[src/verilog/t2c_params.svh]
`ifndef T2C_PARAMS_SVH
`define T2C_PARAMS_SVH

// ==========================================
// register byte offsets
`define T2C_OFF_CTRL 8'hC8
`define T2C_OFF_CFG 8'hCC
`define T2C_OFF_STAT 8'hD0
`define T2C_OFF_MASK 8'hD4
`define T2C_OFF_COUNT 8'hD8
`define T2C_OFF_RELOAD 8'hDC

// ==========================================
// reset values and field positions
`define T2C_RST_CTRL 8'h00
`define T2C_RST_CFG 2'h0
`define T2C_RST_EVT 2'h0
`define T2C_RST_COUNT 16'h0000
`define T2C_CNT_MAX 16'hFFFF
`define T2C_CFG_UPDOWN 0
`define T2C_CFG_IRQEN 1
`define T2C_EVT_OVF 0
`define T2C_EVT_EXT 1

// ==========================================
// bus answers
`define T2C_RESP_OKAY 2'h0
`define T2C_RESP_SLVERR 2'h2
`endif

[src/verilog/t2c_pkg.sv]
package t2c_pkg;

  typedef struct packed {
    logic overflowFlag;
    logic externalEventFlag;
    logic serialRxClockSelect;
    logic serialTxClockSelect;
    logic externalTriggerEnable;
    logic runControl;
    logic timerCounterSelect;
    logic captureReloadSelect;
  } t2c_ctrl_t;

  typedef enum logic [2:0] {
    SEL_CTRL = 3'b000,
    SEL_CFG = 3'b001,
    SEL_STAT = 3'b010,
    SEL_MASK = 3'b011,
    SEL_COUNT = 3'b100,
    SEL_RELOAD = 3'b101,
    SEL_NONE = 3'b110
  } t2c_sel_t;

endpackage

[src/verilog/t2c_timer2_control.sv]
`timescale 1ns/100ps
`include "t2c_params.svh"

module t2c_timer2_control #(
  parameter int ADDR_W = 8
) (
  input wire logic clock, // 25 MHz system clock
  input wire logic sys_rst, // synchronous reset, high
  input wire logic ce, // clock enable, low freezes all state
  input wire logic countInputPin, // external count pin, asynchronous
  input wire logic triggerPin, // capture/reload trigger pin, asynchronous
  input wire logic timer1Overflow, // timer 1 overflow pulse
  input wire logic serialMode13, // serial port is in mode 1 or 3
  output logic timerIrq, // timer interrupt request to the cpu
  output logic irq, // masked sticky event interrupt
  output logic rxBaudTick, // receive baud clock pulse
  output logic txBaudTick, // transmit baud clock pulse
  input wire logic [ADDR_W-1:0] s_axi_awaddr, // write address
  input wire logic s_axi_awvalid, // write address valid
  output logic s_axi_awready, // write address ready
  input wire logic [31:0] s_axi_wdata, // write data
  input wire logic [3:0] s_axi_wstrb, // write byte strobes
  input wire logic s_axi_wvalid, // write data valid
  output logic s_axi_wready, // write data ready
  output logic [1:0] s_axi_bresp, // write response
  output logic s_axi_bvalid, // write response valid
  input wire logic s_axi_bready, // write response ready
  input wire logic [ADDR_W-1:0] s_axi_araddr, // read address
  input wire logic s_axi_arvalid, // read address valid
  output logic s_axi_arready, // read address ready
  output logic [31:0] s_axi_rdata, // read data
  output logic [1:0] s_axi_rresp, // read response
  output logic s_axi_rvalid, // read data valid
  input wire logic s_axi_rready // read data ready
);

  function automatic t2c_pkg::t2c_sel_t decodeAddr(input logic [ADDR_W-1:0] addr);
    logic [7:0] low;
    low = 8'(addr);
    if ((ADDR_W > 8) && ((addr >> 8) != '0)) begin
      return t2c_pkg::SEL_NONE;
    end
    case (low)
      `T2C_OFF_CTRL: return t2c_pkg::SEL_CTRL;
      `T2C_OFF_CFG: return t2c_pkg::SEL_CFG;
      `T2C_OFF_STAT: return t2c_pkg::SEL_STAT;
      `T2C_OFF_MASK: return t2c_pkg::SEL_MASK;
      `T2C_OFF_COUNT: return t2c_pkg::SEL_COUNT;
      `T2C_OFF_RELOAD: return t2c_pkg::SEL_RELOAD;
      default: return t2c_pkg::SEL_NONE;
    endcase
  endfunction

  t2c_pkg::t2c_ctrl_t ctrl;
  logic [1:0] cfg;
  logic [1:0] evtStatus;
  logic [1:0] evtMask;
  logic [15:0] count;
  logic [15:0] capReload;

  // ==========================================
  // pin synchronisers and edge detect
  logic [1:0] pinRaw;
  logic [1:0] pinMeta;
  logic [1:0] pinSync;
  logic [1:0] pinLast;
  assign pinRaw = {triggerPin, countInputPin};

  genvar gi;
  generate
    for (gi = 0; gi < 2; gi++) begin : g_sync
      always_ff @(posedge clock) begin
        if (sys_rst) begin
          pinMeta[gi] <= 1'b1;
          pinSync[gi] <= 1'b1;
          pinLast[gi] <= 1'b1;
        end else if (ce) begin
          pinMeta[gi] <= pinRaw[gi];
          pinSync[gi] <= pinMeta[gi];
          pinLast[gi] <= pinSync[gi];
        end
      end
    end
  endgenerate

  logic countFall;
  logic trigFall;
  assign countFall = pinLast[0] & ~pinSync[0];
  assign trigFall = pinLast[1] & ~pinSync[1];

  // ==========================================
  // register bus, write side
  logic awHeld;
  logic wHeld;
  logic [ADDR_W-1:0] awAddr;
  logic [31:0] wData;
  logic [3:0] wStrb;
  logic doWrite;
  t2c_pkg::t2c_sel_t wrSel;
  assign doWrite = ce & awHeld & wHeld & ~s_axi_bvalid;
  assign wrSel = decodeAddr(awAddr);

  always_ff @(posedge clock) begin
    if (sys_rst) begin
      awHeld <= 1'b0;
      wHeld <= 1'b0;
      awAddr <= '0;
      wData <= 32'h00000000;
      wStrb <= 4'h0;
      s_axi_awready <= 1'b0;
      s_axi_wready <= 1'b0;
      s_axi_bvalid <= 1'b0;
      s_axi_bresp <= `T2C_RESP_OKAY;
    end else if (ce) begin
      if (s_axi_awvalid && s_axi_awready) begin
        awHeld <= 1'b1;
        awAddr <= s_axi_awaddr;
        s_axi_awready <= 1'b0;
      end else if (doWrite) begin
        awHeld <= 1'b0;
      end else if (!awHeld) begin
        s_axi_awready <= 1'b1;
      end
      if (s_axi_wvalid && s_axi_wready) begin
        wHeld <= 1'b1;
        wData <= s_axi_wdata;
        wStrb <= s_axi_wstrb;
        s_axi_wready <= 1'b0;
      end else if (doWrite) begin
        wHeld <= 1'b0;
      end else if (!wHeld) begin
        s_axi_wready <= 1'b1;
      end
      if (doWrite) begin
        s_axi_bvalid <= 1'b1;
        s_axi_bresp <= (wrSel == t2c_pkg::SEL_NONE) ? `T2C_RESP_SLVERR : `T2C_RESP_OKAY;
      end else if (s_axi_bready) begin
        s_axi_bvalid <= 1'b0;
      end
    end
  end

  logic ctrlWr;
  logic cfgWr;
  logic statWr;
  logic maskWr;
  logic [1:0] countWr;
  logic [1:0] reloadWr;
  assign ctrlWr = doWrite & (wrSel == t2c_pkg::SEL_CTRL) & wStrb[0];
  assign cfgWr = doWrite & (wrSel == t2c_pkg::SEL_CFG) & wStrb[0];
  assign statWr = doWrite & (wrSel == t2c_pkg::SEL_STAT) & wStrb[0];
  assign maskWr = doWrite & (wrSel == t2c_pkg::SEL_MASK) & wStrb[0];
  assign countWr = {2{doWrite & (wrSel == t2c_pkg::SEL_COUNT)}} & wStrb[1:0];
  assign reloadWr = {2{doWrite & (wrSel == t2c_pkg::SEL_RELOAD)}} & wStrb[1:0];

  // ==========================================
  // counting engine
  logic baudMode;
  logic countUp;
  logic incTick;
  logic ovfUp;
  logic ovfDown;
  logic ovfEvt;
  logic trigEvt;
  logic captureEvt;
  logic reloadOnTrig;
  logic reloadOnOvf;

  assign baudMode = ctrl.serialRxClockSelect | ctrl.serialTxClockSelect;
  // direction comes from the trigger level only in up/down mode
  assign countUp = ~cfg[`T2C_CFG_UPDOWN] | pinSync[1];
  assign incTick = ctrl.runControl & (ctrl.timerCounterSelect ? countFall : 1'b1);
  assign ovfUp = incTick & countUp & (count == `T2C_CNT_MAX);
  assign ovfDown = incTick & ~countUp & (count == capReload);
  assign ovfEvt = ovfUp | ovfDown;
  // trigger is dead for timer use while disabled or clocking the serial port
  assign trigEvt = trigFall & ctrl.externalTriggerEnable & ~baudMode;
  assign captureEvt = trigEvt & ctrl.captureReloadSelect;
  assign reloadOnTrig = trigEvt & ~ctrl.captureReloadSelect;
  assign reloadOnOvf = baudMode | ~ctrl.captureReloadSelect;

  always_ff @(posedge clock) begin
    if (sys_rst) begin
      count <= `T2C_RST_COUNT;
    end else if (ce) begin
      if (countWr != 2'b00) begin
        if (countWr[0]) begin
          count[7:0] <= wData[7:0];
        end
        if (countWr[1]) begin
          count[15:8] <= wData[15:8];
        end
      end else if (reloadOnTrig) begin
        count <= capReload;
      end else if (ovfUp) begin
        count <= reloadOnOvf ? capReload : `T2C_RST_COUNT;
      end else if (ovfDown) begin
        count <= `T2C_CNT_MAX;
      end else if (incTick) begin
        count <= countUp ? 16'(count + 16'h0001) : 16'(count - 16'h0001);
      end
    end
  end

  always_ff @(posedge clock) begin
    if (sys_rst) begin
      capReload <= `T2C_RST_COUNT;
    end else if (ce) begin
      if (captureEvt) begin
        capReload <= count;
      end else begin
        if (reloadWr[0]) begin
          capReload[7:0] <= wData[7:0];
        end
        if (reloadWr[1]) begin
          capReload[15:8] <= wData[15:8];
        end
      end
    end
  end

  // ==========================================
  // control register and flags
  logic ovfFlagSet;
  assign ovfFlagSet = ovfEvt & ~baudMode;

  always_ff @(posedge clock) begin
    if (sys_rst) begin
      ctrl <= t2c_pkg::t2c_ctrl_t'(`T2C_RST_CTRL);
    end else if (ce) begin
      if (ctrlWr) begin
        ctrl <= t2c_pkg::t2c_ctrl_t'(wData[7:0]);
      end
      // a set in the cycle of a software clear wins
      if (ovfFlagSet) begin
        ctrl.overflowFlag <= 1'b1;
      end
      if (trigEvt) begin
        ctrl.externalEventFlag <= 1'b1;
      end
    end
  end

  always_ff @(posedge clock) begin
    if (sys_rst) begin
      cfg <= `T2C_RST_CFG;
    end else if (ce && cfgWr) begin
      cfg <= wData[1:0];
    end
  end

  // ==========================================
  // sticky events, mask and interrupt lines
  logic [1:0] evtSet;
  assign evtSet = {trigEvt, ovfFlagSet};

  always_ff @(posedge clock) begin
    if (sys_rst) begin
      evtStatus <= `T2C_RST_EVT;
      evtMask <= `T2C_RST_EVT;
    end else if (ce) begin
      evtStatus <= (evtStatus & ~({2{statWr}} & wData[1:0])) | evtSet;
      if (maskWr) begin
        evtMask <= wData[1:0];
      end
    end
  end

  always_ff @(posedge clock) begin
    if (sys_rst) begin
      irq <= 1'b0;
      timerIrq <= 1'b0;
    end else if (ce) begin
      irq <= |(evtStatus & evtMask);
      timerIrq <= cfg[`T2C_CFG_IRQEN] &
        (ctrl.overflowFlag | (ctrl.externalEventFlag & ~cfg[`T2C_CFG_UPDOWN]));
    end
  end

  // ==========================================
  // serial baud source selection
  always_ff @(posedge clock) begin
    if (sys_rst) begin
      rxBaudTick <= 1'b0;
      txBaudTick <= 1'b0;
    end else if (ce) begin
      rxBaudTick <= serialMode13 & (ctrl.serialRxClockSelect ? ovfEvt : timer1Overflow);
      txBaudTick <= serialMode13 & (ctrl.serialTxClockSelect ? ovfEvt : timer1Overflow);
    end
  end

  // ==========================================
  // register bus, read side; one cycle from address to data
  t2c_pkg::t2c_sel_t rdSel;
  logic [31:0] rdWord;
  assign rdSel = decodeAddr(s_axi_araddr);

  always_comb begin
    rdWord = 32'h00000000;
    case (rdSel)
      t2c_pkg::SEL_CTRL: rdWord[7:0] = ctrl;
      t2c_pkg::SEL_CFG: rdWord[1:0] = cfg;
      t2c_pkg::SEL_STAT: rdWord[1:0] = evtStatus;
      t2c_pkg::SEL_MASK: rdWord[1:0] = evtMask;
      t2c_pkg::SEL_COUNT: rdWord[15:0] = count;
      t2c_pkg::SEL_RELOAD: rdWord[15:0] = capReload;
      default: rdWord = 32'h00000000;
    endcase
  end

  always_ff @(posedge clock) begin
    if (sys_rst) begin
      s_axi_arready <= 1'b0;
      s_axi_rvalid <= 1'b0;
      s_axi_rdata <= 32'h00000000;
      s_axi_rresp <= `T2C_RESP_OKAY;
    end else if (ce) begin
      if (s_axi_arvalid && s_axi_arready) begin
        s_axi_arready <= 1'b0;
        s_axi_rvalid <= 1'b1;
        s_axi_rdata <= rdWord;
        s_axi_rresp <= (rdSel == t2c_pkg::SEL_NONE) ? `T2C_RESP_SLVERR : `T2C_RESP_OKAY;
      end else if (s_axi_rvalid) begin
        if (s_axi_rready) begin
          s_axi_rvalid <= 1'b0;
        end
      end else begin
        s_axi_arready <= 1'b1;
      end
    end
  end
endmodule

[config.mk]
export PLATFORM = sky130hd
export DESIGN_NAME = t2c_timer2_control
export DESIGN_NICKNAME = d
export VERILOG_FILES = /design/src/verilog/t2c_pkg.sv /design/src/verilog/t2c_timer2_control.sv
export VERILOG_INCLUDE_DIRS = /design/src /design/src/verilog
export SDC_FILE = /design/constraint.sdc
export NUM_CORES = 1
export LEC_CHECK = 0
export BUFFER_PORTS_ARGS = -buffer_cell sky130_fd_sc_hd__buf_2
export CORE_MARGIN = 3
export CORE_UTILIZATION = 55
export CTS_BUF_LIST = sky130_fd_sc_hd__clkbuf_4
export DETAILED_ROUTE_END_ITERATION = 10
export GPL_TIMING_DRIVEN = 0
export HOLD_SLACK_MARGIN = 0.03
export PLACE_DENSITY = 0.79
export SYNTH_ARGS = -nofsm -noshare
export SYNTH_HDL_FRONTEND = slang
export SYNTH_SLANG_ARGS = --single-unit
[constraint.sdc]
create_clock -name clock -period 6.48 [get_ports clock]
set_input_delay 0.972 -clock clock [delete_from_list [all_inputs] [get_ports clock]]
set_output_delay 0.972 -clock clock [all_outputs]
set_load 0.01 [all_outputs]
# Word level (Yosys, flattened, before mapping)

Cells that the tools add are included.

Add/sub/neg operators: 2
Equality and inequality tests: 33
Multiplexer cells: 41
Bitwise gates (word level): 48
Reductions and logical operators: 34

Operators with widths:

| kind                    | number |
|---|---|
| $mux W16                | 8 |
| $eq A8 B8 Y1 const B    | 12 |
| $mux W8                 | 5 |
| $pmux W3 S6             | 2 |
| $and A1 B1 Y1           | 29 |
| $reduce_and A2 Y1       | 14 |
| $mux W1                 | 21 |
| $eq A3 B3 Y1 const B    | 6 |
| $pmux W6 S3             | 1 |
| $add A16 B1 Y16 const B | 1 |
| $eq A16 B16 Y1          | 1 |
| $eq A16 B16 Y1 const B  | 1 |
| $pmux W8 S2             | 1 |
| $reduce_bool A2 Y1      | 8 |
| $sub A16 B1 Y16 const B | 1 |
| $eq A3 B2 Y1 const B    | 4 |
| $pmux W2 S6             | 1 |
| $reduce_and A3 Y1       | 4 |
| $and A2 B2 Y2           | 5 |
| $ne A2 B1 Y1 const B    | 5 |
| $not A1 Y1              | 7 |
| $eq A3 B1 Y1 const B    | 2 |
| $logic_not A3 Y1        | 2 |
| $or A1 B1 Y1            | 5 |
| 7 further kinds         | 12 |

Register bits: 109
Bits of input ports: 64
Output and inout bits: 45

# Logic depth before layout (Yosys ltp)

Gate-level depths: netlist (run 1).

Word-level depth: 10
Depth in mapped cells: 12
Depth with buffers taken out: 10

# Worst setup path before layout (run 1)

No wires, ideal clock.

Path type: input -> register
Start: input s_axi_araddr[1]
End: register s_axi_rdata[2]
Data arrival time: 3.067 ns
Slack: 3.338 ns
Stages on the path: 9
Path buffers: 1
Path through: nor4_1 > nand3b_1 > ha_1 > clkbuf_1 > nor2_1 > a31oi_1 > o22ai_1 > o21ai_0 > o21ai_0

Cells in the longest elaborated chain, start to end: 4

RTL lines:

| item                                                    | RTL line                  | source |
|---|---|---|
| start, declared                                         | t2c_timer2_control.sv:28  | `input wire logic [ADDR_W-1:0] s_axi_araddr,` |
| $eq A8 B8 Y1                                            | t2c_timer2_control.sv:43  | `case (low)` |
| $pmux W3 S6 (*)                                         | t2c_timer2_control.sv:43  |  |
| $eq A3 B3 Y1 / $logic_not A3 Y1 (equally long branches) | t2c_timer2_control.sv:300 | `case (rdSel)` |
| $pmux W6 S3 (*)                                         | t2c_timer2_control.sv:300 |  |
| end signal, assigned                                    | t2c_timer2_control.sv:321 | `s_axi_rdata <= rdWord;` |
| end, declared                                           | t2c_timer2_control.sv:31  | `output logic [31:0] s_axi_rdata,` |

Mark *: on every way between the ends. The rest lies on a longest branch, timed or not.
A chain may end at the register's enable or synchronous reset.

# Final worst setup path (run 1)

Start: register pinSync[1]
End: register count[8]

Cells in the longest elaborated chain, start to end: 8

RTL lines:

| item                            | RTL line                  | source |
|---|---|---|
| start, declared                 | t2c_timer2_control.sv:65  | `logic [1:0] pinSync;` |
| start signal, assigned by index | t2c_timer2_control.sv:79  | `pinSync[gi] <= pinMeta[gi];` |
| $or A1 B1 Y1                    | t2c_timer2_control.sv:171 | `` assign countUp = ~cfg[`T2C_CFG_UPDOWN] \| pinSync[1]; `` |
| $not A1 Y1                      | t2c_timer2_control.sv:174 | `assign ovfDown = incTick & ~countUp & (count == capReload);` |
| $and A1 B1 Y1 (2 in series)     | t2c_timer2_control.sv:174 |  |
| $mux W16                        | t2c_timer2_control.sv:197 | `end else if (ovfDown) begin` |
| $mux W16                        | t2c_timer2_control.sv:195 | `end else if (ovfUp) begin` |
| $mux W16                        | t2c_timer2_control.sv:193 | `end else if (reloadOnTrig) begin` |
| $mux W16                        | t2c_timer2_control.sv:186 | `if (countWr != 2'b00) begin` |
| end signal, assigned            | t2c_timer2_control.sv:194 | `count <= capReload;` |
| end signal, assigned            | t2c_timer2_control.sv:196 | `` count <= reloadOnOvf ? capReload : `T2C_RST_COUNT; `` |
| end signal, assigned            | t2c_timer2_control.sv:198 | `` count <= `T2C_CNT_MAX; `` |
| end, declared                   | t2c_timer2_control.sv:58  | `logic [15:0] count;` |

Several ways; a longest one is shown, not always the timed one. The select of a mux whose other input is x is not followed.

==> impl_metrics.toml, run 1 <==
[outcome]
status = "finished, final reports clean"

[power]
share_comb_of_total_power_pct = 7.8
powerDensity_mw_per_mm2 = 167
clockPowerShare_pct = 31.7
p_sw_share_pct = 26.2
cellLeakagePower_nw = 2.52
p_int_mw = 0.827
ir_drop_mv = 0.190
switchingPower_mw = 0.294
power_frac_seq_pct = 60.5

[placed_design]
portBuffers = 72
gp_congestion = 0.945
hpwlAfterDp_um = 14800

[floorplanning]
num_rows = 37
fp.dieW_um = 110
ioPinCount = 109
start_util_pct = 57.2
fp.dieArea_mm2 = 0.0122
die_h_um = 110
core_area_mm2 = 0.0105

[global_route]
grt.overflow.total = 0
grt_max_degree = 18
grt_pass1_vias = 5635
antenna_found_initial = 0
grt_usage_pct = 32.0
grt_pass1_wl_um = 29500

[yosys]
syn_avg_cell_area_um2 = 7.96
postSynth.asyncResetShare_pct = 0
yosys-top-cells-area = "dfxtp_1 (36%), nand2_1 (6.5%), nor2_1 (6.0%)"
ys_warn_count = 0
synthFlopType = "dfxtp_1"
syn_inst = 752
synth_common_cells = "dfxtp_1 (107), nand2_1 (104), nor2_1 (95)"
synth_edf_count = 0
ys_seq_elements = 107
synth_area_mm2 = 0.00599
ys_types = 65
yosysTopAreaCellShare_pct = 35.8
ys_seq_area_share_pct = 35.8
yosysMostFrequentCell = "dfxtp_1"
synth_area_leader_cell = "dfxtp_1"

[sta]
rsz0062_at_grt = "no"
worstMarginPinSlew_ns = 0.999
tns_ns = 0
fin_skew_ns = 0.0134
finalSetupViolCount = 0
timing.fmax_mhz = 258
min_period_over_period_pct = 59.9
fin_hold_ws_ns = 0.470
fin_crit_ns = 3.88
maxSlewViolCount = 0
maxSlewHeadroom_pct = 33.2
final-hold-violation-count = 0

[detailed_routing]
viasPerCell = 6.12
routed_wl_um = 19200
remaining_drc_errors = 0
num_vias = 6077
ant_nets = 0
drtPass1Iterations = 5
wire_per_inst_um = 19.4
drtIter0Drc = 529

[setup_path]
required_ns = 6.84
crit_start = "pinSync[1]"
rrSetupSlack_ns = 2.60
cp_max_fo = 10
endpoint_kind = "flip-flop"
worstSetupPathType = "reg -> reg"
cp-start-kind = "flip-flop"
r2r_start = "pinSync[1]"
arrival_ns = 4.24

[clock_network]
cts_buffer_depth = 2
root_buffer = "clkbuf_4"
numCtsBuffers = 9
post_cts_buffers = 0
clock_latency_ns = 0.48
post_cts_resized = 0
cts_tree = "yes"
cts_htree_levels = 3
clkTransAtPathRegs_ns = 0.16
hold_buffers = 0
cts.sinks = 107

[job]
drv_cap = 0

[worst_hold_path]
hold_start = "awAddr[1]"
hp-class = "reg -> reg"

[cells_and_area]
multi_input_area_mm2 = 0.00353
register_area_mm2 = 0.00214
nFillCells = 967
syn_to_final_growth_pct = 12.2
antenna_cells = 0
drive_gt1_share_pct = 16.6
finalNetCount = 919
-- flip-flops by register name (all words and copies together) (netlist names), 8 cells and up --
name / cells
awAddr: 8
capReload: 16
count: 16
ctrl: 8
s_axi_rdata: 16
wData: 16
-- power groups by stage --
| stage | registers (mW) | logic, mW | clock network, mW |
|---|---|---|---|
| 2_1_floorplan | 0.690 | 0.0515 | 0 |
| 3_3_place_gp | 0.691 | 0.0835 | 0 |
| 3_5_place_dp | 0.692 | 0.0856 | 0 |
| 4_1_cts | 0.678 | 0.0860 | 0.355 |
| 5_1_grt | 0.680 | 0.0959 | 0.382 |
| 6_report | 0.678 | 0.0874 | 0.356 |
-- logic make-up (layout without fill, tap and decap cells) --
logic type               count (synthesis)  count (layout)  share of synthesized area [%]
AND/OR/NAND/NOR                        312             312                           24.8
AO/OA/AOI/OAI                          181             181                           21.2
flip-flops                             107             107                           35.8
buffers and inverters                   79             167                           6.35
multiplexers                            39              39                           6.77
XOR/XNOR                                30              30                           4.39
adder cells (fa/ha/maj)                  3               3                          0.627
other                                    1              18                         0.0626
-- metal layers --
metal	wire, um	track usage, %	vias up
met5	0	0	-
met4	711	13.4	0
met3	1420	6.64	47
met2	9030	53.1	286
met1	8080	40.4	2860
li1	-	-	2884
-- metrics by stage --
step / setup slack [ns] / total power [mW] / util, % / cell area, um2 / std cells
floorplan: 3.34 / 0.742 / - / 6050 / 769
global placement: 2.69 / 0.775 / 62.9 / 6580 / 977
detailed placement: 2.68 / 0.778 / 62.9 / 6580 / 977
CTS: 2.70 / 1.12 / 64.2 / 6720 / 993
global route: 2.44 / 1.16 / 64.2 / 6720 / 993
finish: 2.60 / 1.12 / 64.2 / 6720 / 993
-- critical path, stage by stage (launching register included) --
cell and delay [ns]:
dfxtp_1 0.50, nand2b_1 0.17, clkbuf_1 0.36, buf_1 0.49, xnor2_1 0.13, ha_1 0.19
clkbuf_1 0.20, or4_1 0.59, o32ai_2 0.25, xnor2_1 0.15, a21oi_1 0.08, a211oi_1 0.56
a2111oi_2 0.09
-- cells in the final DEF, fill, tap and decap left out, types with 7 or more instances in the layout --
cell and instances:
buf_2 82, mux2i_1 27, nand4_1 14, inv_1 7, a211o_1 8, dfxtp_1 107, nor4_1 11, a21oi_1 52
nor3_1 14, a31oi_1 9, a211oi_1 22, nand2b_1 8, a22oi_1 22, clkbuf_4 10, buf_4 19, nand3_1 11
o21ai_0 21, conb_1 18, xor2_1 9, mux2_2 12, nor2_1 95, clkbuf_1 40, nand2_1 104, xnor2_1 21
nor2b_1 14
-- worst paths after layout --
check | to | cells after the start
setup / recovery | count[8] | 12
hold / removal | awAddr[1] | 2
setup reg to reg | count[8] | 12
hold reg to reg | awAddr[1] | 2
-- cell type report --
class | count | area share (%)
flip-flops and latches | 107 | 31.9
clock inverters | 6 | 0.950
repair buffers | 72 | 5.36
inverters | 7 | 0.391
multi-input cells | 583 | 52.5
plain buffers | 72 | 5.27
well taps | 136 | 2.53
clock buffers | 10 | 1.12
(Power assumes the default switching activity.)
==> run 2: changes to the inputs <==
==> constraint.sdc (replaced) <==
create_clock -name clock -period 4.02 [get_ports clock]
set_input_delay 0.603 -clock clock [delete_from_list [all_inputs] [get_ports clock]]
set_output_delay 0.603 -clock clock [all_outputs]
set_load 0.01 [all_outputs]
==> impl_metrics.toml, run 2 (synthesis gave the netlist of run 1 again) <==
[setup_path]
crit_start = "pinSync[1]"
max_stage_delay_ns = 0.59
critPathBufInv = 3
crit_chain = "nand2b_1 -> clkbuf_1 -> clkbuf_2 -> xnor2_1 -> ha_1 -> clkbuf_1 -> or4_1 -> o32ai_2 -> xnor2_1 -> a21oi_1 -> a211oi_1 -> a2111oi_2"
arrival_ns = 4.09
cpMaxStageDelayCell = "or4_1"
required_ns = 4.38
cp_max_fo = 10
crit_family = "compound AO/OA/AOI/OAI gates"
worstSetupPathType = "reg -> reg"
r2r_start = "pinSync[1]"
endpoint_kind = "flip-flop"
cp-start-kind = "flip-flop"

[sta]
timing.fmax_mhz = 268
tns_ns = 0
min_period_over_period_pct = 92.9
maxSlewViolCount = 0
rsz0062_at_grt = "no"
finalSetupViolCount = 0
fin_crit_ns = 3.74
final-hold-violation-count = 0
fin_ws_ns = 0.285
fin_skew_ns = 0.0150
worstMarginPinSlew_ns = 0.999
maxSlewHeadroom_pct = 33.2

[clock_network]
root_buffer = "clkbuf_4"
cts_htree_levels = 3
clock_latency_ns = 0.48
clkTransAtPathRegs_ns = 0.16
numCtsBuffers = 9
cts_tree = "yes"
cts.sinks = 107
cts_buffer_depth = 2

[power]
power_frac_seq_pct = 60.5
switchingPower_mw = 0.473
clockPowerShare_pct = 31.7
p_int_mw = 1.33
cellLeakagePower_nw = 2.52
share_comb_of_total_power_pct = 7.8
powerDensity_mw_per_mm2 = 269
p_sw_share_pct = 26.2
ir_drop_mv = 0.307

[worst_hold_path]
hold_start = "countInputPin"
hp-class = "in -> reg"

[global_route]
grt_usage_pct = 32.0
antenna_found_initial = 0
grt_pass1_vias = 5635
grt_pass1_wl_um = 29500
grt.overflow.total = 0
grt_max_degree = 18

[detailed_routing]
drtPass1Iterations = 6
routed_wl_um = 19300
drtIter0Drc = 529
ant_nets = 0
wire_per_inst_um = 19.4
num_vias = 6068
viasPerCell = 6.11
remaining_drc_errors = 0

[placed_design]
dp_cells = 977
post-place-ws_ns = 0.261
dpl_cell_area_mm2 = 0.00658
hpwlAfterDp_um = 14800
portBuffers = 72
gp_congestion = 0.945

[cells_and_area]
antenna_cells = 0
nFillCells = 967
final_util_pct = 64.2
final_common_cell = "dfxtp_1"
fin_area_mm2 = 0.00672
final_cell_mix = "dfxtp_1 (107), nand2_1 (104), nor2_1 (95), buf_2 (82), a21oi_1 (52)"
stdcell_count = 993
syn_to_final_growth_pct = 12.3
finalNetCount = 919
drive_gt1_share_pct = 16.7

[floorplanning]
fp.dieW_um = 110
die_h_um = 110
num_rows = 37
start_util_pct = 57.2
fp.dieArea_mm2 = 0.0122
ioPinCount = 109
core_area_mm2 = 0.0105

[outcome]
status = "finished, final reports clean"

[job]
drv_cap = 0
run 2: changes by cell type in the layout (fill, tap and decap cells not counted):
cell / previous run / this run
buf_1: 3 / 2
clkbuf_2: 0 / 1
run 2: worst paths after layout:
kind / slack, ns / depth (start not counted) / to
setup / recovery: 0.28 / 12 / count[8]
hold / removal: 0.32 / 2 / pinMeta[0]
setup reg to reg: 0.28 / 12 / count[8]
hold reg to reg: 0.47 / 2 / awAddr[1]
run 2: metal layers:
layer  global-route usage [%]  vias to the layer above  wire length, um
met5                        0                        -                0
met4                     13.4                        0              730
met3                     6.64                       47             1420
met2                     53.1                      291             9050
met1                     40.4                     2845             8060
li1                         -                     2885                -
run 2: repair_timing:
item                                   CTS  global route
buffers inserted                         0             0
resized for setup                        0             1
hold buffers                             0             0
endpoints found under the hold margin    0             0
setup endpoints to repair                0             1
run 2: area by class of cell:
type / count / area [um2] / area share [%]
multi-input combinational: 583 / 3530 / 52.5
sequential: 107 / 2140 / 31.9
timing repair buffer: 72 / 360 / 5.36
buffer: 72 / 355 / 5.29
tap: 136 / 170 / 2.53
clock buffer: 10 / 75.1 / 1.12
clock inverter: 6 / 63.8 / 0.950
inverter: 7 / 26.3 / 0.391
run 2: power groups by stage:
stage	combinational [mW]	sequential, mW	clock (mW)
after CTS	0.139	1.09	0.571
after global routing	0.155	1.10	0.616
after global placement	0.135	1.11	0
final	0.141	1.09	0.573
after detailed placement	0.138	1.12	0
after floorplan	0.0830	1.11	0
run 2: worst reg2reg max path, cell delays in order (launching register included):
cell and delay (ns):
dfxtp_1 0.50, nand2b_1 0.17, clkbuf_1 0.37, clkbuf_2 0.35, xnor2_1 0.10, ha_1 0.18, clkbuf_1 0.20, or4_1 0.59
o32ai_2 0.26, xnor2_1 0.15, a21oi_1 0.09, a211oi_1 0.57, a2111oi_2 0.09
run 2: per-stage QoR:
step	hold WS, ns	power (mW)
detailed placement	0.442	1.25
finish	0.318	1.81
floorplan	0.431	1.20
global placement	0.438	1.25
CTS	0.314	1.80
global route	0.296	1.87
==> run 3: changes to the inputs <==
--- a/config.mk
+++ b/config.mk
@@ -13,7 +13,7 @@
 export DETAILED_ROUTE_END_ITERATION = 10
 export GPL_TIMING_DRIVEN = 0
 export HOLD_SLACK_MARGIN = 0.03
-export PLACE_DENSITY = 0.79
+export PLACE_DENSITY_LB_ADDON = 0.08
 export SYNTH_ARGS = -nofsm -noshare
 export SYNTH_HDL_FRONTEND = slang
 export SYNTH_SLANG_ARGS = --single-unit
==> constraint.sdc (replaced) <==
create_clock -name clock -period 4.02 [get_ports clock]
set_input_delay 0.603 -clock clock [delete_from_list [all_inputs] [get_ports clock]]
set_output_delay 0.603 -clock clock [all_outputs]
set_load 0.05 [all_outputs]
==> impl_metrics.toml, run 3 (synthesis gave the netlist of run 1 again) <==
[floorplanning]
die_h_um = 110
fp.dieArea_mm2 = 0.0122
num_rows = 37
ioPinCount = 109
core_area_mm2 = 0.0105
fp.dieW_um = 110
start_util_pct = 57.2

[placed_design]
gp_congestion = 1.04
portBuffers = 72
hpwlAfterDp_um = 14400

[detailed_routing]
ant_nets = 0
remaining_drc_errors = 0
viasPerCell = 6.18
drtPass1Iterations = 5
drtIter0Drc = 609
wire_per_inst_um = 19.2
routed_wl_um = 19100
num_vias = 6132

[setup_path]
arrival_ns = 4.01
cp_max_fo = 10
max_stage_delay_ns = 0.59
endpoint_kind = "flip-flop"
cpMaxStageDelayCell = "or4_1"
crit_family = "buffers and inverters"
critPathBufInv = 3
crit_chain = "nand2b_1 -> clkbuf_1 -> buf_1 -> xnor2_1 -> ha_1 -> clkbuf_1 -> or4_1 -> o32ai_2 -> xnor2_1 -> a21oi_1 -> a211oi_1 -> a2111oi_2"
worstSetupPathType = "reg -> reg"
cp-start-kind = "flip-flop"
required_ns = 4.38

[sta]
min_period_over_period_pct = 90.9
fin_crit_ns = 3.65
fin_skew_ns = 0.0157
final-hold-violation-count = 0
maxSlewHeadroom_pct = 32.2
rsz0062_at_grt = "no"
finalSetupViolCount = 0
worstMarginPinSlew_ns = 1.01
maxSlewViolCount = 0
tns_ns = 0
timing.fmax_mhz = 274

[clock_network]
clock_latency_ns = 0.47
cts_tree = "yes"
numCtsBuffers = 9
root_buffer = "clkbuf_4"
post_cts_buffers = 0
clkTransAtPathRegs_ns = 0.17
hold_buffers = 0
cts_buffer_depth = 2
cts_htree_levels = 3
cts.sinks = 107
post_cts_resized = 0

[cells_and_area]
drive_gt1_share_pct = 16.7
antenna_cells = 0
final_common_cell = "dfxtp_1"
syn_to_final_growth_pct = 11.9
finalNetCount = 919
final_cell_mix = "dfxtp_1 (107), nand2_1 (104), nor2_1 (95), buf_2 (82), a21oi_1 (52)"
nFillCells = 990

[power]
p_int_mw = 1.27
share_comb_of_total_power_pct = 10.4
ir_drop_mv = 0.237
switchingPower_mw = 0.510
power.total_mw = 1.78
cellLeakagePower_nw = 2.51
power_frac_seq_pct = 61.4
powerDensity_mw_per_mm2 = 266
p_sw_share_pct = 28.6
clockPowerShare_pct = 28.2

[job]
drv_cap = 0

[global_route]
grt.overflow.total = 0
grt_usage_pct = 31.6
grt_pass1_vias = 5412
grt_max_degree = 18
antenna_found_initial = 0
grt_pass1_wl_um = 29200

[outcome]
status = "finished, final reports clean"

[worst_hold_path]
hp-class = "in -> reg"
## run 3: final timing paths
path | startpoint | to | slack [ns] | cells past startpoint
max | pinSync[1] | count[8] | 0.37 | 12
min | triggerPin | pinMeta[1] | 0.32 | 2
max reg2reg | pinSync[1] | count[8] | 0.37 | 12
min reg2reg | awAddr[7] | awAddr[7] | 0.47 | 2
## run 3: per-stage QoR
step | utilization, % | hold slack, ns | cells | setup slack [ns] | area (um2)
2_1_floorplan | - | 0.431 | 769 | 1.04 | 6050
3_5_place_dp | 62.9 | 0.449 | 977 | 0.465 | 6580
5_1_grt | 64.0 | 0.312 | 993 | 0.149 | 6700
6_report | 64.0 | 0.321 | 993 | 0.367 | 6700
3_3_place_gp | 62.9 | 0.439 | 977 | 0.496 | 6580
4_1_cts | 64.0 | 0.316 | 993 | 0.444 | 6700
## run 3: power by group through the flow
stage          clock [mW]  combinational [mW]  sequential, mW
6_report            0.503               0.185            1.09
3_5_place_dp            0               0.183            1.12
4_1_cts             0.504               0.183            1.09
5_1_grt             0.546               0.200            1.10
3_3_place_gp            0               0.179            1.11
2_1_floorplan           0               0.113            1.13
## run 3: final cells by class
| type | count | area (um2) | share of cell area, % |
|---|---|---|---|
| Clock buffer | 10 | 75.1 | 1.12 |
| Clock inverter | 6 | 40.0 | 0.598 |
| Inverter | 7 | 26.3 | 0.392 |
| Buffer | 72 | 354 | 5.29 |
| Sequential cell | 107 | 2140 | 32.0 |
| Tap cell | 136 | 170 | 2.54 |
| Timing Repair Buffer | 72 | 360 | 5.38 |
| Multi-Input combinational cell | 583 | 3530 | 52.7 |
## run 3: layer usage
layer | up-vias | global-route usage, % | routed length, um
met4 | 0 | 11.5 | 467
met1 | 2904 | 43.3 | 8260
met5 | - | 0 | 0
li1 | 2872 | - | -
met2 | 314 | 50.7 | 8870
met3 | 42 | 4.48 | 1460
